**src/design/nfca_map.svh**
```systemverilog
// register map, field positions and fixed figures of the type A framer
// assumes the includer uses these names only inside design logic
// What this block does
// - tx speed field, bits 5:4 of the rate register, sets transmit bit rate
// - rx speed field, bits 1:0 of the rate register, sets receive bit rate
// - codes 0..3 give carrier/128, /64, /32, /16; others unused
// - an unsupported speed code disables only its own direction, transmit or receive
// - parity-suppress bit 7 sends raw bytes without parity bits
// - raw-receive bit 6 stores every bit, no parity/CRC check, 106k only
// - transport bit 5 adds F0 and length on tx, drops F0 on rx, except in detection mode
// - pulse-width field bits 4:1 sets modulation pulse in carrier periods
// - /128: 35 plus signed field; /64: 18 plus signed field, -6..6
// - /32: 9 plus signed field, -4..4; /16: 5 plus signed, -3..3
// - frame bit 0 picks standard frames or bit-split anticollision frames on rx; tx always sends whole bytes
// - detection mode is target with top mode bit set; low bits pick protocols
`ifndef NFCA_MAP_SVH
`define NFCA_MAP_SVH
`define RATE_IDX    6'h04
`define FRAME_IDX   6'h05
`define STAT_IDX    6'h06
`define RATE_WMASK  8'h33
`define FRAME_WMASK 8'hFF
`define REG_RST     8'h00
`define TXRATE_LSB  4
`define RXRATE_LSB  0
`define NOTXPAR_BIT 7
`define RAWRX_BIT   6
`define TFRAME_BIT  5
`define PLEN_LSB    1
`define ANTCL_BIT   0
`define SOF_BYTE    8'hF0
`define DIV_128     8'h80
`define DIV_64      8'h40
`define DIV_32      8'h20
`define DIV_16      8'h10
`define PW_BASE0    7'h23
`define PW_BASE1    7'h12
`define PW_BASE2    7'h09
`define PW_BASE3    7'h05
`define PW_LIM1     5'h06
`define PW_LIM2     5'h04
`define PW_LIM3     5'h03
`define BITS_PAR    4'h9
`define BITS_RAW    4'h8
`define RESP_OK     2'h0
`define RESP_ERR    2'h2
`endif

```
**src/design/nfca_pkg.sv**
```systemverilog
// types shared by the framer files
// assumes nothing; compiled before the modules
package nfca_pkg;
  typedef logic [1:0] rate_t;
  typedef enum logic [2:0] {
    TX_IDLE  = 3'b001,
    TX_LOAD  = 3'b010,
    TX_SHIFT = 3'b100
  } txState_e;
endpackage

```
**src/design/rate_decode.sv**
```systemverilog
// speed code to carrier divider, with a supported flag
// assumes a 4-bit code, upper bits zero for the 2-bit fields
`timescale 1ns/1ns
`default_nettype none
`include "nfca_map.svh"
module rate_decode (
  input  wire logic [3:0] code,  // speed code
  output logic      [7:0] div,   // carrier periods per bit
  output logic            ok     // code is supported
);
  // unused codes give no divider, so the caller can stop
  always_comb
  begin
    ok = 1'b1;
    case (code)
      4'h0: div = `DIV_128;
      4'h1: div = `DIV_64;
      4'h2: div = `DIV_32;
      4'h3: div = `DIV_16;
      default:
      begin
        div = 8'h00;
        ok  = 1'b0;
      end
    endcase
  end
endmodule // rate_decode
`default_nettype wire

```
**src/design/pulse_width_calc.sv**
```systemverilog
// modulation pulse width from the signed field and the tx rate
// assumes rate is a supported 2-bit code
`timescale 1ns/1ns
`default_nettype none
`include "nfca_map.svh"
module pulse_width_calc (
  input  wire logic [3:0] plen,   // signed pulse field
  input  wire logic [1:0] rate,   // tx speed code
  output logic      [5:0] width,  // carrier periods
  output logic            ok      // code available at this rate
);
  logic signed [4:0] sv;
  logic signed [4:0] lim;
  logic        [6:0] base;
  logic        [6:0] sum;
  assign sv = $signed({plen[3], plen});
  // base and allowed span per rate
  always_comb
  begin
    lim  = 5'sh08;
    base = `PW_BASE0;
    case (rate)
      2'h1:
      begin
        base = `PW_BASE1;
        lim  = $signed(`PW_LIM1);
      end
      2'h2:
      begin
        base = `PW_BASE2;
        lim  = $signed(`PW_LIM2);
      end
      2'h3:
      begin
        base = `PW_BASE3;
        lim  = $signed(`PW_LIM3);
      end
      default: lim = 5'sh08;
    endcase
  end
  assign sum   = base + {{2{sv[4]}}, sv};
  assign width = sum[5:0];
  assign ok    = (sv <= lim) && (sv >= -lim);
endmodule // pulse_width_calc
`default_nettype wire

```
**src/design/nfca_rate_and_framing_config.sv**
```systemverilog
// type A rate and framing block: AXI4-Lite registers, tx serialiser, rx packer
// assumes fcTick, rx bits and byte source come from logic on mclk
`timescale 1ns/1ns
`default_nettype none
`include "nfca_map.svh"
module nfca_rate_and_framing_config (
  input  wire logic        mclk,          // 20 MHz clock
  input  wire logic        rst_b,         // async reset, low
  input  wire logic [7:0]  s_axi_awaddr,  // write address
  input  wire logic        s_axi_awvalid, // write address valid
  output logic             s_axi_awready, // write address ready
  input  wire logic [31:0] s_axi_wdata,   // write data
  input  wire logic [3:0]  s_axi_wstrb,   // byte enables
  input  wire logic        s_axi_wvalid,  // write data valid
  output logic             s_axi_wready,  // write data ready
  output logic [1:0]       s_axi_bresp,   // write response
  output logic             s_axi_bvalid,  // write response valid
  input  wire logic        s_axi_bready,  // write response ready
  input  wire logic [7:0]  s_axi_araddr,  // read address
  input  wire logic        s_axi_arvalid, // read address valid
  output logic             s_axi_arready, // read address ready
  output logic [31:0]      s_axi_rdata,   // read data
  output logic [1:0]       s_axi_rresp,   // read response
  output logic             s_axi_rvalid,  // read data valid
  input  wire logic        s_axi_rready,  // read data ready
  input  wire logic [3:0]  opMode,        // mode bits, top bit first
  input  wire logic        targetMode,    // device acts as target
  output logic             autoDetect,    // bit rate detection active
  output logic             detectTypeA,   // type A detection enabled
  output logic             detectTypeF,   // type F detection enabled
  input  wire logic        fcTick,        // one pulse per carrier period
  input  wire logic        txStart,       // start a frame
  input  wire logic [7:0]  txLen,         // data bytes in frame
  input  wire logic [7:0]  txData,        // byte from fifo
  input  wire logic        txValid,       // byte offered
  output logic             txReady,       // byte taken
  output logic             txBusy,        // frame in progress
  output logic             txBit,         // current bit
  output logic             txMod,         // modulation pulse
  output logic [7:0]       rxDiv,         // expected rx bit period
  input  wire logic        rxBit,         // demodulated bit
  input  wire logic        rxBitStb,      // bit strobe
  input  wire logic        rxFrameEnd,    // end of rx frame
  output logic [7:0]       rxData,        // received byte
  output logic [3:0]       rxBits,        // valid bits in rxData
  output logic             rxDataValid,   // byte pulse
  output logic             rxParErr       // parity error seen
);
  logic [1:0]  rstSync;
  logic        rstn;
  logic [7:0]  rateReg_ff;
  logic [7:0]  frameReg_ff;
  logic        parErr_ff;
  logic [7:0]  txDiv;
  logic        txRateOk;
  logic        rxRateOk;
  logic [5:0]  pulseW;
  logic        pulseOk;
  logic        tframe;
  logic        rawRx;
  // release the reset through two flops
  always_ff @(posedge mclk or negedge rst_b)
  begin
    if (!rst_b)
      rstSync <= 2'h0;
    else
      rstSync <= {rstSync[0], 1'b1};
  end
  assign rstn = rstSync[1];
  // rate decoders, one per direction
  rate_decode uTxRate (
    .code ({2'h0, rateReg_ff[`TXRATE_LSB +: 2]}),
    .div  (txDiv),
    .ok   (txRateOk)
  );
  rate_decode uRxRate (
    .code ({2'h0, rateReg_ff[`RXRATE_LSB +: 2]}),
    .div  (rxDiv),
    .ok   (rxRateOk)
  );
  pulse_width_calc uPw (
    .plen  (frameReg_ff[`PLEN_LSB +: 4]),
    .rate  (rateReg_ff[`TXRATE_LSB +: 2]),
    .width (pulseW),
    .ok    (pulseOk)
  );
  // detection mode decode; transport frame forced off there as a guard
  assign autoDetect  = targetMode & opMode[3];
  assign detectTypeA = autoDetect & opMode[0];
  assign detectTypeF = autoDetect & opMode[2];
  assign tframe = frameReg_ff[`TFRAME_BIT] & ~autoDetect;
  // raw receive only at the slowest rate
  assign rawRx = frameReg_ff[`RAWRX_BIT] && rateReg_ff[`RXRATE_LSB +: 2] == 2'h0;

  // bus write side: address and data taken in either order
  logic        awHeld;
  logic        wHeld;
  logic [5:0]  awIdx;
  logic [31:0] wDat;
  logic [3:0]  wStb;
  logic        doWrite;
  assign s_axi_awready = !awHeld && !s_axi_bvalid;
  assign s_axi_wready  = !wHeld && !s_axi_bvalid;
  assign doWrite = awHeld && wHeld && !s_axi_bvalid;
  always_ff @(posedge mclk or negedge rstn)
  begin
    if (!rstn)
    begin
      awHeld <= 1'b0;
      wHeld  <= 1'b0;
      awIdx  <= 6'h00;
      wDat   <= 32'h0;
      wStb   <= 4'h0;
    end
    else
    begin
      if (s_axi_awvalid && s_axi_awready)
      begin
        awHeld <= 1'b1;
        awIdx  <= s_axi_awaddr[7:2];
      end
      if (s_axi_wvalid && s_axi_wready)
      begin
        wHeld <= 1'b1;
        wDat  <= s_axi_wdata;
        wStb  <= s_axi_wstrb;
      end
      if (doWrite)
      begin
        awHeld <= 1'b0;
        wHeld  <= 1'b0;
      end
    end
  end
  // write response one cycle after both halves are held
  always_ff @(posedge mclk or negedge rstn)
  begin
    if (!rstn)
    begin
      s_axi_bvalid <= 1'b0;
      s_axi_bresp  <= `RESP_OK;
    end
    else if (doWrite)
    begin
      s_axi_bvalid <= 1'b1;
      s_axi_bresp  <= (awIdx == `RATE_IDX || awIdx == `FRAME_IDX ||
                       awIdx == `STAT_IDX) ? `RESP_OK : `RESP_ERR;
    end
    else if (s_axi_bready)
      s_axi_bvalid <= 1'b0;
  end
  // configuration registers; reserved bits never store
  always_ff @(posedge mclk or negedge rstn)
  begin
    if (!rstn)
    begin
      rateReg_ff  <= `REG_RST;
      frameReg_ff <= `REG_RST;
    end
    else if (doWrite && wStb[0])
    begin
      if (awIdx == `RATE_IDX)
        rateReg_ff <= wDat[7:0] & `RATE_WMASK;
      if (awIdx == `FRAME_IDX)
        frameReg_ff <= wDat[7:0] & `FRAME_WMASK;
    end
  end
  // parity error flag: hardware set beats write-one clear
  logic parSet;
  always_ff @(posedge mclk or negedge rstn)
  begin
    if (!rstn)
      parErr_ff <= 1'b0;
    else if (parSet)
      parErr_ff <= 1'b1;
    else if (doWrite && wStb[0] && awIdx == `STAT_IDX && wDat[4])
      parErr_ff <= 1'b0;
  end
  assign rxParErr = parErr_ff;
  // read side: one read at a time, data from a flop
  logic [7:0] rdMux;
  logic       rdHit;
  always_comb
  begin
    rdHit = 1'b1;
    case (s_axi_araddr[7:2])
      `RATE_IDX:  rdMux = rateReg_ff;
      `FRAME_IDX: rdMux = frameReg_ff;
      `STAT_IDX:  rdMux = {3'h0, parErr_ff, pulseOk, txBusy, rxRateOk, txRateOk};
      default:
      begin
        rdMux = 8'h00;
        rdHit = 1'b0;
      end
    endcase
  end
  assign s_axi_arready = !s_axi_rvalid;
  always_ff @(posedge mclk or negedge rstn)
  begin
    if (!rstn)
    begin
      s_axi_rvalid <= 1'b0;
      s_axi_rdata  <= 32'h0;
      s_axi_rresp  <= `RESP_OK;
    end
    else if (s_axi_arvalid && s_axi_arready)
    begin
      s_axi_rvalid <= 1'b1;
      s_axi_rdata  <= {24'h0, rdMux};
      s_axi_rresp  <= rdHit ? `RESP_OK : `RESP_ERR;
    end
    else if (s_axi_rready)
      s_axi_rvalid <= 1'b0;
  end

  // bit timing from carrier periods at the tx rate
  logic [7:0] divCnt;
  logic       bitTick;
  assign bitTick = fcTick && divCnt == txDiv - 8'h01;
  always_ff @(posedge mclk or negedge rstn)
  begin
    if (!rstn)
      divCnt <= 8'h00;
    else if (!txBusy || bitTick)
      divCnt <= 8'h00;
    else if (fcTick)
      divCnt <= divCnt + 8'h01;
  end
  // tx sequencer: header bytes, then fifo bytes
  nfca_pkg::txState_e txState;
  logic [1:0]  hdrCnt;
  logic [7:0]  remain;
  logic [8:0]  shiftReg;
  logic [3:0]  bitsLeft;
  logic [7:0]  lenByte;
  logic [7:0]  hdrByte;
  logic        takeByte;
  assign lenByte  = txLen + 8'h01;
  assign hdrByte  = (hdrCnt == 2'h2) ? `SOF_BYTE : lenByte;
  assign takeByte = txState == nfca_pkg::TX_LOAD && hdrCnt == 2'h0
                    && remain != 8'h00 && txValid;
  assign txReady  = takeByte;
  assign txBusy   = txState != nfca_pkg::TX_IDLE;
  always_ff @(posedge mclk or negedge rstn)
  begin
    if (!rstn)
    begin
      txState  <= nfca_pkg::TX_IDLE;
      hdrCnt   <= 2'h0;
      remain   <= 8'h00;
      shiftReg <= 9'h000;
      bitsLeft <= 4'h0;
    end
    else if (!txRateOk)
      txState <= nfca_pkg::TX_IDLE;
    else
    begin
      case (txState)
        nfca_pkg::TX_IDLE:
          if (txStart)
          begin
            txState <= nfca_pkg::TX_LOAD;
            remain  <= txLen;
            hdrCnt  <= tframe ? 2'h2 : 2'h0;
          end
        nfca_pkg::TX_LOAD:
          if (hdrCnt != 2'h0 || takeByte)
          begin
            txState  <= nfca_pkg::TX_SHIFT;
            // odd parity in bit 8 unless suppressed
            shiftReg <= hdrCnt != 2'h0 ? {~^hdrByte, hdrByte} : {~^txData, txData};
            bitsLeft <= frameReg_ff[`NOTXPAR_BIT] ? `BITS_RAW : `BITS_PAR;
            if (hdrCnt != 2'h0)
              hdrCnt <= hdrCnt - 2'h1;
            else
              remain <= remain - 8'h01;
          end
          else if (remain == 8'h00)
            txState <= nfca_pkg::TX_IDLE;
        nfca_pkg::TX_SHIFT:
          if (bitTick)
          begin
            shiftReg <= {1'b0, shiftReg[8:1]};
            bitsLeft <= bitsLeft - 4'h1;
            if (bitsLeft == 4'h1)
              txState <= nfca_pkg::TX_LOAD;
          end
        default: txState <= nfca_pkg::TX_IDLE;
      endcase
    end
  end
  // output bit and modulation pulse held in flops
  logic [5:0] modCnt;
  always_ff @(posedge mclk or negedge rstn)
  begin
    if (!rstn)
    begin
      txBit  <= 1'b0;
      txMod  <= 1'b0;
      modCnt <= 6'h00;
    end
    else
    begin
      txBit <= txState == nfca_pkg::TX_SHIFT && shiftReg[0];
      // a pause at the start of each zero bit but the first of a byte, which begins with divCnt already past zero
      if (txState == nfca_pkg::TX_SHIFT && divCnt == 8'h00 && fcTick
          && !txMod && !shiftReg[0])
      begin
        txMod  <= 1'b1;
        modCnt <= 6'h00;
      end
      else if (txMod && fcTick)
      begin
        modCnt <= modCnt + 6'h01;
        if (modCnt == pulseW - 6'h01)
          txMod <= 1'b0;
      end
    end
  end

  // rx packer: 9 bits per byte normally, 8 in raw mode
  logic [8:0] rxSr;
  logic [3:0] rxCnt;
  logic       rxFirst;
  logic [3:0] need;
  logic [8:0] nxt_rxSr;
  logic       byteDone;
  logic       dropSof;
  assign need     = rawRx ? `BITS_RAW : `BITS_PAR;
  assign nxt_rxSr = {rxBit, rxSr[8:1]};
  assign byteDone = rxBitStb && rxRateOk && rxCnt == need - 4'h1;
  assign dropSof  = tframe && rxFirst &&
                    (rawRx ? nxt_rxSr[8:1] : nxt_rxSr[7:0]) == `SOF_BYTE;
  assign parSet   = byteDone && !rawRx && ^nxt_rxSr == 1'b0;
  always_ff @(posedge mclk or negedge rstn)
  begin
    if (!rstn)
    begin
      rxSr        <= 9'h000;
      rxCnt       <= 4'h0;
      rxFirst     <= 1'b1;
      rxData      <= 8'h00;
      rxBits      <= 4'h0;
      rxDataValid <= 1'b0;
    end
    else
    begin
      rxDataValid <= 1'b0;
      if (!rxRateOk || rxFrameEnd)
      begin
        // bit-split frame: keep the partial byte
        if (rxRateOk && frameReg_ff[`ANTCL_BIT] && rxCnt != 4'h0)
        begin
          rxData      <= rxSr[8:1] >> (4'h8 - rxCnt);
          rxBits      <= rxCnt;
          rxDataValid <= 1'b1;
        end
        rxCnt   <= 4'h0;
        rxFirst <= 1'b1;
      end
      else if (rxBitStb)
      begin
        rxSr  <= nxt_rxSr;
        rxCnt <= rxCnt + 4'h1;
        if (byteDone)
        begin
          rxCnt   <= 4'h0;
          rxFirst <= 1'b0;
          rxData  <= rawRx ? nxt_rxSr[8:1] : nxt_rxSr[7:0];
          rxBits  <= `BITS_RAW;
          rxDataValid <= !dropSof;
        end
      end
    end
  end
endmodule // nfca_rate_and_framing_config
`default_nettype wire

```
**config.mk**
```make
export PLATFORM = sky130hd
export DESIGN_NAME = nfca_rate_and_framing_config
export DESIGN_NICKNAME = d
export VERILOG_FILES = /design/src/design/nfca_pkg.sv /design/src/design/rate_decode.sv /design/src/design/pulse_width_calc.sv /design/src/design/nfca_rate_and_framing_config.sv
export VERILOG_INCLUDE_DIRS = /design/src /design/src/design
export SDC_FILE = /design/constraint.sdc
export NUM_CORES = 1
export LEC_CHECK = 0
export BUFFER_PORTS_ARGS = -buffer_cell sky130_fd_sc_hd__buf_2
export CAP_MARGIN = 30
export CORE_ASPECT_RATIO = 1.5
export CORE_MARGIN = 2
export CORE_UTILIZATION = 60
export CTS_BUF_LIST = sky130_fd_sc_hd__clkbuf_2 sky130_fd_sc_hd__clkbuf_4 sky130_fd_sc_hd__clkbuf_8
export DETAILED_ROUTE_END_ITERATION = 16
export PLACE_DENSITY = 0.87
export SKIP_LAST_GASP = 1
export SLEW_MARGIN = 5
export SYNTH_ARGS = -nofsm -noshare
export SYNTH_HDL_FRONTEND = slang
export SYNTH_SLANG_ARGS = --single-unit
```
**constraint.sdc**
```tcl
create_clock -name mclk -period 5.04 [get_ports mclk]
set_input_delay 0.252 -clock mclk [delete_from_list [all_inputs] [get_ports mclk]]
set_output_delay 0.252 -clock mclk [all_outputs]
set_load 0.03 [all_outputs]
```
### Yosys cells after proc, flatten, opt, wreduce, memory -nomap -nowiden

Cells that the tools add are included.

| word-level totals | value |
|---|---|
| register bits | 115 |
| input port bits | 86 |

| operators by class | value |
|---|---|
| reduce and logical (&&, ||, !) cells | 82 |
| $add $sub $neg | 13 |
| bitwise logic cells | 7 |
| equal/unequal tests | 32 |
| muxes and demuxes | 72 |
| shift-type cells | 1 |
| magnitude comparators | 2 |

Operator list:

| kind | count |
|---|---|
| two-way mux 8 bit | 11 |
| one-hot mux 8 bit (4 select lines) | 2 |
| equality test 6 x 3 -> 1 bit (second input constant) | 6 |
| two-way mux 4 bit | 9 |
| logical AND 1 bit | 30 |
| two-way mux 9 bit | 3 |
| nonzero test 2 bit | 13 |
| two-way mux 1 bit | 25 |
| one-hot mux 8 bit (3 select lines) | 1 |
| two-way mux 3 bit | 6 |
| one-hot mux 6 bit (3 select lines) | 1 |
| one-hot mux 9 bit (2 select lines) | 1 |
| adder 8 x 1 -> 8 bit (second input constant) | 2 |
| logical NOT 8 bit | 2 |
| one-hot mux 8 bit (2 select lines) | 1 |
| XNOR reduction 8 bit | 2 |
| subtractor 8 x 1 -> 8 bit (second input constant) | 2 |
| two-way mux 2 bit | 6 |
| two-way mux 6 bit | 2 |
| one-hot mux 4 bit (3 select lines) | 1 |
| equality test 2 bit (second input constant) | 5 |
| logical NOT 1 bit | 10 |
| AND reduction 2 bit | 5 |
| AND reduction 5 bit | 2 |
| 40 further kinds | 61 |

### Depth between registers and ports, before layout

Gate-level depths: netlist (run 1).

| depth | value |
|---|---|
| depth after elaboration | 9 |
| depth in mapped cells | 12 |

### Modules after synthesis

From an unflattened synthesis (run 1), not the netlist that was laid out.

| second synthesis, totals | value |
|---|---|
| cells, all modules | 759 |
| area, all modules | 7278.2 um^2 |

By module, submodules not included:

| module | area each (um^2) | times used | cells each | seq. area each (um^2) |
|---|---|---|---|---|
| nfca_rate_and_framing_config | 6625.1 | 1 | 679 | 2805.2 |
| pulse_width_calc | 505.5 | 1 | 60 | 0.0 |
| rate_decode | 73.8 | 2 | 10 | 0.0 |

### Least setup slack after synthesis (run 1)

No wires, ideal clock.

| timing path | value |
|---|---|
| path type | register to register |
| from | register rateReg_ff[5] |
| to | register txMod |
| path buffers | 0 |
| arrival time | 2.524 ns |
| library setup time | 0.128 ns |
| stages on the path, launching flop included | 13 |
| slack | 2.388 ns |
| required time | 4.912 ns |
| path through | dfrtp_1 inv_1 ha_1 nor2_1 ha_1 inv_1 ha_1 fa_1 a21o_1 a21oi_1 xnor2_1 o41ai_1 nand2b_1 |

| on the way | value |
|---|---|
| longest elaborated chain between the ends | 7 |
| elaborated cells between the ends (all ways) | 9 |

Ends and longest elaborated chain:

| item | line | RTL |
|---|---|---|
| start, declared | nfca_rate_and_framing_config.sv:51 | `logic [7:0] rateReg_ff;` |
| start signal, assigned | nfca_rate_and_framing_config.sv:157 | `` rateReg_ff <= `REG_RST; `` |
| start signal, assigned | nfca_rate_and_framing_config.sv:163 | `` rateReg_ff <= wDat[7:0] & `RATE_WMASK; `` |
| equality test 2 bit / equality test 2 x 1 -> 1 bit (equally long branches) | pulse_width_calc.sv:22 | `case (rate)` |
| one-hot mux 6 bit (3 select lines) * | pulse_width_calc.sv:22 |  |
| adder 6 bit * | pulse_width_calc.sv:41 | `assign sum = base + {{2{sv[4]}}, sv};` |
| subtractor 6 x 1 -> 6 bit * | nfca_rate_and_framing_config.sv:315 | `if (modCnt == pulseW - 6'h01)` |
| equality test 6 bit * | nfca_rate_and_framing_config.sv:315 |  |
| nonzero test 2 bit (no line) * | - |  |
| AND reduction 2 bit (no line) * | - |  |
| end signal, assigned | nfca_rate_and_framing_config.sv:299 | `txMod <= 1'b0;` |
| end signal, assigned | nfca_rate_and_framing_config.sv:309 | `txMod <= 1'b1;` |
| end signal, assigned | nfca_rate_and_framing_config.sv:316 | `txMod <= 1'b0;` |
| end, declared | nfca_rate_and_framing_config.sv:39 | `output logic txMod,` |

Every way passes the cells marked *; elsewhere a longest branch is shown, timed or not.
A chain may end at the register's enable or synchronous reset.

### Worst setup path in the final report (run 1)

Same ends and word-level chain as after synthesis.

==> flow_summary.html, run 1 <==
<table>
<tr><th>Metric</th><th>Value</th></tr>
<tr><th colspan="2">Logic synthesis</th></tr>
<tr><td>Yosys top cell by area</td><td>sky130_fd_sc_hd__dfrtp_1</td></tr>
<tr><td>Synthesized area divided by synthesized cell count</td><td>9.61 um^2</td></tr>
<tr><td>Number of synthesized flops with an enable pin</td><td>0</td></tr>
<tr><td>Synth top cells by count</td><td>sky130_fd_sc_hd__dfrtp_1, sky130_fd_sc_hd__nand2_1, sky130_fd_sc_hd__nor2_1</td></tr>
<tr><td>Prevailing post-synth register cell</td><td>sky130_fd_sc_hd__dfrtp_1</td></tr>
<tr><td>Synthesis warning total</td><td>0</td></tr>
<tr><td>Post-synth top area share</td><td>39.2%</td></tr>
<tr><td>Count of state elements after synthesis</td><td>112</td></tr>
<tr><td>Most frequent cell after synthesis</td><td>sky130_fd_sc_hd__dfrtp_1</td></tr>
<tr><td>Synthesized area</td><td>7030 um^2</td></tr>
<tr><td>Cell types occupying the most area after synthesis</td><td>sky130_fd_sc_hd__dfrtp_1, sky130_fd_sc_hd__mux2_2, sky130_fd_sc_hd__ha_1</td></tr>
<tr><td>Count of different cell masters after synthesis</td><td>72</td></tr>
<tr><td>Asr flop ratio synth</td><td>100%</td></tr>
<tr><td>Post-synthesis cell count</td><td>731</td></tr>
<tr><td>Seq/Total Area, Yosys</td><td>39.9%</td></tr>
<tr><th colspan="2">Global route</th></tr>
<tr><td>Number of antenna violations at the first check in global routing</td><td>0</td></tr>
<tr><td>Remaining Overflow, GRT</td><td>0</td></tr>
<tr><td>Total global routing track utilization</td><td>24.2%</td></tr>
<tr><td>Met1 usage in global routing</td><td>28.8%</td></tr>
<tr><td>Global-route wire length before repair</td><td>24.4 mm</td></tr>
<tr><td>Met2 routing resource usage after global routing</td><td>43.2%</td></tr>
<tr><td>Largest net degree at the start of global routing</td><td>75</td></tr>
<tr><td>GR peak layer</td><td>met2</td></tr>
<tr><td>Met3 demand-to-capacity share in global routing</td><td>4.19%</td></tr>
<tr><td>Number of global-route vias before repair</td><td>5,295</td></tr>
<tr><th colspan="2">Worst setup path</th></tr>
<tr><td>Max stage delay on crit path</td><td>0.48 ns</td></tr>
<tr><td>Reg-to-reg critical path startpoint</td><td>rateReg_ff[5]$_DFFE_PN0P_</td></tr>
<tr><td>Data required, critical path</td><td>5.32 ns</td></tr>
<tr><td>Critical Path Start</td><td>rateReg_ff[5]$_DFFE_PN0P_</td></tr>
<tr><td>Startpoint type of the worst setup path</td><td>register</td></tr>
<tr><td>Arrival time at the worst endpoint</td><td>3.20 ns</td></tr>
<tr><td>Crit-path slowest cell</td><td>sky130_fd_sc_hd__dfrtp_1</td></tr>
<tr><td>Cells traversed along the worst timing path</td><td>inv_1, ha_1, nor2_1, ha_1, inv_1, ha_1, fa_1, a21o_1, a21oi_1, xnor2_1, o41ai_1, nand2b_1</td></tr>
<tr><td>Worst Setup Path Type</td><td>register to register</td></tr>
<tr><td>Worst Setup End Kind</td><td>register</td></tr>
<tr><td>Maximum fanout encountered on the critical timing path</td><td>7</td></tr>
<tr><td>Most frequent CP cell</td><td>sky130_fd_sc_hd__ha_1</td></tr>
<tr><th colspan="2">Timing</th></tr>
<tr><td>Number of setup violations in the final report</td><td>0</td></tr>
<tr><td>Fraction of the cycle the final worst path needs</td><td>57.9%</td></tr>
<tr><td>Setup ws final</td><td>2.12 ns</td></tr>
<tr><td>Crit path time final</td><td>2.92 ns</td></tr>
<tr><td>Setup clock skew after layout</td><td>0.0193 ns</td></tr>
<tr><td>Setup TNS Final</td><td>0 ns</td></tr>
<tr><td>Hold Violations, Final</td><td>0</td></tr>
<tr><td>Relative slew slack</td><td>39.0%</td></tr>
<tr><td>Number of max-slew violations in the final report</td><td>0</td></tr>
<tr><td>Tightest Pin Transition</td><td>0.912 ns</td></tr>
<tr><td>Timing-limited maximum frequency</td><td>342 MHz</td></tr>
<tr><td>RSZ-0062 raised after global routing</td><td>false</td></tr>
<tr><th colspan="2">Finish</th></tr>
<tr><td>Seq. cell area</td><td>2810 um^2</td></tr>
<tr><td>Area growth from synthesis to layout</td><td>9.69%</td></tr>
<tr><td>Area taken by multi-input logic gates</td><td>3790 um^2</td></tr>
<tr><td>Filler cell count in the final layout</td><td>892</td></tr>
<tr><td>Layout Cells excl Fill</td><td>961</td></tr>
<tr><td>Antenna fix cells</td><td>0</td></tr>
<tr><td>Fraction of final layout cells sized beyond drive strength 1</td><td>21.7%</td></tr>
<tr><td>Post-layout util</td><td>67.2%</td></tr>
<tr><td>Number of nets in the layout</td><td>930</td></tr>
<tr><th colspan="2">Run</th></tr>
<tr><td>Maximum capacitance violations</td><td>0</td></tr>
<tr><th colspan="2">Power and ir drop</th></tr>
<tr><td>Post-route total power</td><td>0.00391 W</td></tr>
<tr><td>Power per cell area</td><td>507 nW/um^2</td></tr>
<tr><td>Static Leakage</td><td>3.67 nW</td></tr>
<tr><td>Worst supply voltage drop on vdd</td><td>0.000358 V</td></tr>
<tr><th colspan="2">Route</th></tr>
<tr><td>Vias per cell</td><td>5.72</td></tr>
<tr><td>Routed Antenna Nets</td><td>0</td></tr>
<tr><td>Total detailed-routing wirelength</td><td>14.6 mm</td></tr>
<tr><td>Average wire per cell in the routed design</td><td>15.2 um</td></tr>
<tr><td>Drt initial violations</td><td>272</td></tr>
<tr><td>Vias</td><td>5,501</td></tr>
<tr><td>First-pass DRT Iterations</td><td>5</td></tr>
<tr><td>Total DRC errors in the routed layout</td><td>0</td></tr>
<tr><th colspan="2">CTS</th></tr>
<tr><td>Sink count of the clock tree</td><td>112</td></tr>
<tr><td>CTS tree</td><td>done</td></tr>
<tr><td>Total CTS buffers</td><td>9</td></tr>
<tr><td>CTS max path bufs</td><td>2</td></tr>
<tr><td>Root Buffer Master</td><td>sky130_fd_sc_hd__clkbuf_8</td></tr>
<tr><td>Count of H-tree levels built during CTS</td><td>3</td></tr>
<tr><td>Cts hold-fix bufs</td><td>2</td></tr>
<tr><td>Worst skew pair latency</td><td>0.40 ns</td></tr>
<tr><td>Cells resized by post-CTS repair</td><td>0</td></tr>
<tr><td>Buffers inserted by post-CTS timing repair</td><td>0</td></tr>
<tr><td>Clock-pin slew on the worst setup and hold paths</td><td>0.13 ns</td></tr>
<tr><th colspan="2">Floorplanning</th></tr>
<tr><td>Area of the die</td><td>12,600 um^2</td></tr>
<tr><td>Core ar.</td><td>11,500 um^2</td></tr>
<tr><td>Die height</td><td>137 um</td></tr>
<tr><td>Die span in x</td><td>92.4 um</td></tr>
<tr><td>Starting density of the core</td><td>61.2%</td></tr>
<tr><td>Std cell rows</td><td>48</td></tr>
<tr><td># IOs</td><td>156</td></tr>
<tr><th colspan="2">Place</th></tr>
<tr><td>Routability congestion estimate</td><td>0.933</td></tr>
<tr><td>Place WS</td><td>2.13 ns</td></tr>
<tr><td>Number of port buffers</td><td>93</td></tr>
<tr><td>Placed wire-length estimate</td><td>11.1 mm</td></tr>
<tr><td>Cell Count Post-Placement</td><td>941</td></tr>
<tr><th colspan="2">Worst hold path</th></tr>
<tr><td>Worst hold path startpoint</td><td>s_axi_rready</td></tr>
<tr><td>Worst min-delay path category</td><td>input pin to register</td></tr>
<tr><th colspan="2">Run status</th></tr>
<tr><td>Status</td><td>completed</td></tr>
</table>
## where the power goes
| group | total, W | switching [W] | leakage [nW] | internal, W |
|---|---|---|---|---|
| clock network | 0.000585 | 0.000370 | 0.112 | 0.000215 |
| registers | 0.00148 | 0.000305 | 1.42 | 0.00117 |
| logic | 0.00184 | 0.00103 | 2.14 | 0.000812 |
| total | 0.00391 | 0.00171 | 3.67 | 0.00220 |
## stage by stage
step	cell area, um^2	hold slack [ns]
final	7710	0.0366
after detailed placement	7430	0.0392
after floorplan	7140	-0.0436
after global placement	7430	0.0370
after global routing	7710	0.0434
after CTS	7680	0.0299
## placed cells by master, fill, tap and decap left out, types with 4 or more instances in the layout
cell type / count
sky130_fd_sc_hd__nor3b_1: 4
sky130_fd_sc_hd__or4bb_1: 4
sky130_fd_sc_hd__a211oi_1: 4
sky130_fd_sc_hd__inv_1: 40
sky130_fd_sc_hd__and2_1: 7
sky130_fd_sc_hd__xnor2_1: 32
sky130_fd_sc_hd__nor2_1: 58
sky130_fd_sc_hd__nor4_1: 4
sky130_fd_sc_hd__mux2i_1: 19
sky130_fd_sc_hd__o21ai_0: 32
sky130_fd_sc_hd__nand2_1: 61
sky130_fd_sc_hd__o22ai_1: 10
sky130_fd_sc_hd__nor2b_1: 4
sky130_fd_sc_hd__or3_1: 4
sky130_fd_sc_hd__nand2b_1: 12
sky130_fd_sc_hd__nand3_1: 11
sky130_fd_sc_hd__clkbuf_8: 9
sky130_fd_sc_hd__a21oi_1: 25
sky130_fd_sc_hd__nand4_1: 7
sky130_fd_sc_hd__o21ai_2: 4
sky130_fd_sc_hd__a21o_1: 7
sky130_fd_sc_hd__and3_1: 7
sky130_fd_sc_hd__nor3_1: 16
sky130_fd_sc_hd__xor2_1: 22
sky130_fd_sc_hd__a221oi_1: 6
sky130_fd_sc_hd__dfrtp_1: 109
sky130_fd_sc_hd__buf_2: 93
sky130_fd_sc_hd__conb_1: 32
sky130_fd_sc_hd__mux2_2: 45
sky130_fd_sc_hd__ha_1: 37
sky130_fd_sc_hd__o311ai_0: 4
sky130_fd_sc_hd__a31oi_1: 9
## kinds of logic (layout without fill, tap and decap cells)
kind of cell	Yosys count	count (layout)	share of synthesized area, %
AOI/OAI and AO/OA	137	137	12.9
xor gates and xnor gates	55	55	7.05
adders and majority gates	38	38	6.87
buffers and inverters	108	158	7.71
DFF	112	112	39.9
muxes	64	64	9.92
other	2	32	0.107
and+or+nand+nor	215	215	15.5
## worst paths after layout
| path | slack, ns | to | cells past startpoint |
|---|---|---|---|
| max | 2.12 | txMod$_DFFE_PN0P_ | 12 |
| min | 0.04 | s_axi_rvalid$_DFFE_PN0P_ | 2 |
| max reg2reg | 2.12 | txMod$_DFFE_PN0P_ | 12 |
| min in group asynchronous | 0.16 | rstSync[0]$_DFF_PN0_ | 2 |
| min reg2reg | 0.30 | frameReg_ff[0]$_DFFE_PN0P_ | 0 |
| max in group asynchronous | 3.65 | txState[0]$_DFFE_PN1P_ | 2 |
## cell type report
class                   count  share of cell area (%)
multi-input cells         541                    49.2
flip-flops and latches    112                    36.5
inverters                  42                    2.05
repair buffers            100                    6.92
clock inverters             7                    1.35
clock buffers               9                    1.61
well taps                 150                    2.44
## critical path: cells and delay by family (launching register included)
| family | cells | cell delay (ns) |
|---|---|---|
| buffers and inverters | 2 | 0.19 |
| adders and majority gates | 4 | 1.17 |
| DFF | 1 | 0.48 |
| and+or+nand+nor | 2 | 0.19 |
| AOI/OAI and AO/OA | 3 | 0.68 |
| xor gates and xnor gates | 1 | 0.09 |
## sequential cells by signal (all words and copies together), names as in the netlist, 2 cells and up
signal / cells
rxCnt: 4
awIdx: 6
rxSr: 8
modCnt: 6
rxBits: 4
hdrCnt: 2
rstSync: 2
rxData: 8
shiftReg: 9
frameReg_ff: 8
bitsLeft: 4
divCnt: 8
rateReg_ff: 4
s_axi_rdata: 8
txState: 3
wDat: 8
remain: 8
## per-layer routing
metal	wire length (um)	share of wire, %
met3	737	5.0
met4	394	2.7
met5	0	0
met1	5860	40
met2	7640	52
(Power assumes the default switching activity.)
==> inputs of run 2 (changes only) <==
--- a/config.mk
+++ b/config.mk
@@ -10,10 +10,10 @@
 export CAP_MARGIN = 30
 export CORE_ASPECT_RATIO = 1.5
 export CORE_MARGIN = 2
-export CORE_UTILIZATION = 60
+export CORE_UTILIZATION = 51
 export CTS_BUF_LIST = sky130_fd_sc_hd__clkbuf_2 sky130_fd_sc_hd__clkbuf_4 sky130_fd_sc_hd__clkbuf_8
 export DETAILED_ROUTE_END_ITERATION = 16
-export PLACE_DENSITY = 0.87
+export PLACE_DENSITY = 0.79
 export SKIP_LAST_GASP = 1
 export SLEW_MARGIN = 5
 export SYNTH_ARGS = -nofsm -noshare
==> constraint.sdc (replaced) <==
create_clock -name mclk -period 2.35 [get_ports mclk]
set_input_delay 0.1175 -clock mclk [delete_from_list [all_inputs] [get_ports mclk]]
set_output_delay 0.1175 -clock mclk [all_outputs]
set_load 0.03 [all_outputs]
==> run 2 against run 1 <==
- the run now ends with setup timing left
- die area rose by 17%
- maximum frequency rose by 13%
- global-route usage fell by 2.0 points
- critical path depth did not move
- clock-buffer cell count did not move
- clock skew rose by 0.0057 ns
- first-iteration DRC count fell by 13%
- clock power rose by 100%
- non-clock buffer count rose by 57
- design area rose by 7.4%
- sequential cell count did not move
- worst setup slack got worse by 2.4 ns
- critical endpoint unchanged
==> flow_summary.html, run 2 (synthesis results as in run 1) <==
<table>
<tr><th>Metric</th><th>Value</th></tr>
<tr><th colspan="2">Worst hold path</th></tr>
<tr><td>Worst min-delay path category</td><td>input pin to register</td></tr>
<tr><th colspan="2">Worst setup path</th></tr>
<tr><td>Critical Path Start</td><td>rateReg_ff[4]$_DFFE_PN0P_</td></tr>
<tr><td>Worst Setup Path Type</td><td>register to register</td></tr>
<tr><td>Max stage delay on crit path</td><td>0.45 ns</td></tr>
<tr><td>Worst Setup End Kind</td><td>register</td></tr>
<tr><td>Data required, critical path</td><td>2.62 ns</td></tr>
<tr><td>Maximum fanout encountered on the critical timing path</td><td>4</td></tr>
<tr><td>FF-to-FF End</td><td>txMod$_DFFE_PN0P_</td></tr>
<tr><td>CP bufs+invs</td><td>4</td></tr>
<tr><td>Levels on crit path</td><td>12</td></tr>
<tr><td>Most frequent CP cell</td><td>sky130_fd_sc_hd__ha_1</td></tr>
<tr><td>Startpoint type of the worst setup path</td><td>register</td></tr>
<tr><td>Arrival time at the worst endpoint</td><td>2.85 ns</td></tr>
<tr><td>Worst R2R Path Depth</td><td>12</td></tr>
<tr><td>Cells traversed along the worst timing path</td><td>inv_2, buf_4, ha_1, inv_1, ha_1, inv_1, ha_1, a21o_1, a21oi_2, xnor2_1, o41ai_2, nand2b_1</td></tr>
<tr><td>Critical Path Sink</td><td>txMod$_DFFE_PN0P_</td></tr>
<tr><td>Reg-to-reg critical path startpoint</td><td>rateReg_ff[4]$_DFFE_PN0P_</td></tr>
<tr><td>Setup slack, reg-to-reg</td><td>-0.23 ns</td></tr>
<tr><td>Crit-path slowest cell</td><td>sky130_fd_sc_hd__dfrtp_2</td></tr>
<tr><td>Dominant delay contributor by cell family on the critical path</td><td>adder cells</td></tr>
<tr><th colspan="2">Route</th></tr>
<tr><td>Vias per cell</td><td>5.53</td></tr>
<tr><td>Drt initial violations</td><td>236</td></tr>
<tr><td>Average wire per cell in the routed design</td><td>15.4 um</td></tr>
<tr><td>Routed Antenna Nets</td><td>0</td></tr>
<tr><td>Total DRC errors in the routed layout</td><td>0</td></tr>
<tr><td>First-pass DRT Iterations</td><td>5</td></tr>
<tr><td>Vias</td><td>5,704</td></tr>
<tr><td>Total detailed-routing wirelength</td><td>15.8 mm</td></tr>
<tr><th colspan="2">Global route</th></tr>
<tr><td>Total global routing track utilization</td><td>22.2%</td></tr>
<tr><td>Global-route wire length before repair</td><td>26.3 mm</td></tr>
<tr><td>Number of antenna violations at the first check in global routing</td><td>1</td></tr>
<tr><td>Largest net degree at the start of global routing</td><td>69</td></tr>
<tr><td>Remaining Overflow, GRT</td><td>0</td></tr>
<tr><td>Number of global-route vias before repair</td><td>5,658</td></tr>
<tr><th colspan="2">Power and ir drop</th></tr>
<tr><td>Power per cell area</td><td>1070 nW/um^2</td></tr>
<tr><td>Sequential power share</td><td>35.6%</td></tr>
<tr><td>Switching Power</td><td>0.00381 W</td></tr>
<tr><td>Worst supply voltage drop on vdd</td><td>0.000649 V</td></tr>
<tr><td>Clock network power share</td><td>13.3%</td></tr>
<tr><td>Static Leakage</td><td>3.94 nW</td></tr>
<tr><td>Share of total power in combinational logic</td><td>51.2%</td></tr>
<tr><td>Switch share</td><td>43.1%</td></tr>
<tr><td>Internal power</td><td>0.00503 W</td></tr>
<tr><th colspan="2">Timing</th></tr>
<tr><td>Setup TNS Final</td><td>-0.234 ns</td></tr>
<tr><td>Fraction of the cycle the final worst path needs</td><td>110%</td></tr>
<tr><td>Timing-limited maximum frequency</td><td>387 MHz</td></tr>
<tr><td>Number of max-slew violations in the final report</td><td>0</td></tr>
<tr><td>Setup ws final</td><td>-0.234 ns</td></tr>
<tr><td>Relative slew slack</td><td>63.6%</td></tr>
<tr><td>Hold Violations, Final</td><td>0</td></tr>
<tr><td>Crit path time final</td><td>2.58 ns</td></tr>
<tr><td>Number of setup violations in the final report</td><td>1</td></tr>
<tr><td>Tightest Pin Transition</td><td>0.546 ns</td></tr>
<tr><td>Setup clock skew after layout</td><td>0.0250 ns</td></tr>
<tr><td>RSZ-0062 raised after global routing</td><td>true</td></tr>
<tr><th colspan="2">Place</th></tr>
<tr><td>Place WS</td><td>-0.172 ns</td></tr>
<tr><td>Placed wire-length estimate</td><td>12.0 mm</td></tr>
<tr><td>Routability congestion estimate</td><td>0.925</td></tr>
<tr><td>Cell Count Post-Placement</td><td>989</td></tr>
<tr><td>Placement-stage cell area</td><td>7760 um^2</td></tr>
<tr><td>Number of port buffers</td><td>93</td></tr>
<tr><th colspan="2">Finish</th></tr>
<tr><td>Filler cell count in the final layout</td><td>1,139</td></tr>
<tr><td>Area growth from synthesis to layout</td><td>17.8%</td></tr>
<tr><td>Register with the highest flop count</td><td>shiftReg</td></tr>
<tr><td>Number of nets in the layout</td><td>987</td></tr>
<tr><td>Leading cell type in the layout, fill and taps excluded</td><td>sky130_fd_sc_hd__dfrtp_1</td></tr>
<tr><td>Fraction of final layout cells sized beyond drive strength 1</td><td>27.2%</td></tr>
<tr><td>Layout Cells excl Fill</td><td>1,031</td></tr>
<tr><td>Largest register FFs</td><td>9</td></tr>
<tr><td>Post-layout util</td><td>61.4%</td></tr>
<tr><td>Final instance area</td><td>8270 um^2</td></tr>
<tr><td>Most frequent cells in the layout</td><td>sky130_fd_sc_hd__dfrtp_1, sky130_fd_sc_hd__buf_2, sky130_fd_sc_hd__nand2_1</td></tr>
<tr><th colspan="2">CTS</th></tr>
<tr><td>Count of H-tree levels built during CTS</td><td>3</td></tr>
<tr><td>Sink count of the clock tree</td><td>112</td></tr>
<tr><td>Clock-pin slew on the worst setup and hold paths</td><td>0.12 ns</td></tr>
<tr><td>Root Buffer Master</td><td>sky130_fd_sc_hd__clkbuf_8</td></tr>
<tr><td>CTS tree</td><td>done</td></tr>
<tr><td>Worst skew pair latency</td><td>0.39 ns</td></tr>
<tr><td>Total CTS buffers</td><td>9</td></tr>
<tr><td>CTS max path bufs</td><td>2</td></tr>
<tr><th colspan="2">Run status</th></tr>
<tr><td>Status</td><td>complete, but fails checks</td></tr>
<tr><td>Violated checks</td><td>setup timing</td></tr>
<tr><th colspan="2">Floorplanning</th></tr>
<tr><td>Std cell rows</td><td>52</td></tr>
<tr><td>Area of the die</td><td>14,700 um^2</td></tr>
<tr><td># IOs</td><td>156</td></tr>
<tr><td>Starting density of the core</td><td>52.2%</td></tr>
<tr><td>Die height</td><td>148 um</td></tr>
<tr><td>Core ar.</td><td>13,500 um^2</td></tr>
<tr><td>Die span in x</td><td>99.8 um</td></tr>
<tr><th colspan="2">Run</th></tr>
<tr><td>Maximum capacitance violations</td><td>0</td></tr>
</table>
## run 2: cell types whose count changed in the layout (fill, tap and decap cells not counted), sizes merged
| cell | previous run | this run |
|---|---|---|
| clkinv | 3 | 5 |
| diode | 0 | 1 |
| clkbuf | 10 | 9 |
| buf | 97 | 138 |
| inv | 46 | 44 |
| dlygate4sd3 | 2 | 19 |
## run 2: power by group through the flow
stage | Combinational, W | Clock (W) | Sequential (W)
after CTS | 0.00447 | 0.00120 | 0.00313
after detailed placement | 0.00429 | 0 | 0.00317
after global routing | 0.00502 | 0.00127 | 0.00324
final | 0.00452 | 0.00117 | 0.00314
after global placement | 0.00414 | 0 | 0.00314
after floorplan | 0.00320 | 0 | 0.00312
## run 2: how the worst min path moves through the flow
stage           from              endpoint  depth (start not counted)
4_1_cts        rxBit   rxSr[8]$_DFFE_PN0P_                          2
3_5_place_dp   rst_b  rstSync[0]$_DFF_PN0_                          1
5_1_grt        rxBit   rxSr[8]$_DFFE_PN0P_                          2
3_3_place_gp   rst_b  rstSync[0]$_DFF_PN0_                          1
6_report       rxBit   rxSr[8]$_DFFE_PN0P_                          2
2_1_floorplan  rst_b  rstSync[0]$_DFF_PN0_                          0
## run 2: per-stage QoR
| stage | hold WS (ns) | total power (W) |
|---|---|---|
| floorplan | -0.178 | 0.00632 |
| global placement | -0.0923 | 0.00729 |
| detailed placement | -0.0943 | 0.00746 |
| CTS | 0.00151 | 0.00880 |
| global route | 0.00862 | 0.00952 |
| finish | 0.0110 | 0.00884 |
## run 2: metal layers
layer,GRT usage [%],wire length [um],vias to the layer above
li1,-,-,2752
met1,24.5,5980,2771
met2,41.9,8880,144
met3,3.50,540,37
met4,8.29,444,0
met5,0,0,-
## run 2: final cells by class
type,count,area (um^2),share of cell area [%]
multi-input cells,541,3890,47.0
flip-flops and latches,112,2810,34.0
repair buffers,157,1010,12.2
well taps,162,203,2.45
inverters,42,158,1.91
clock buffers,9,124,1.50
clock inverters,7,83.8,1.01
diodes,1,2.50,0.0302
## run 2: what timing repair did
action | in CTS | in global routing
setup endpoints to repair | 1 | 16
pin swaps | 10 | 9
hold buffers | 19 | 0
gates resized for setup | 4 | 11
setup buffers | 3 | 3
endpoints found under the hold margin | 20 | 0
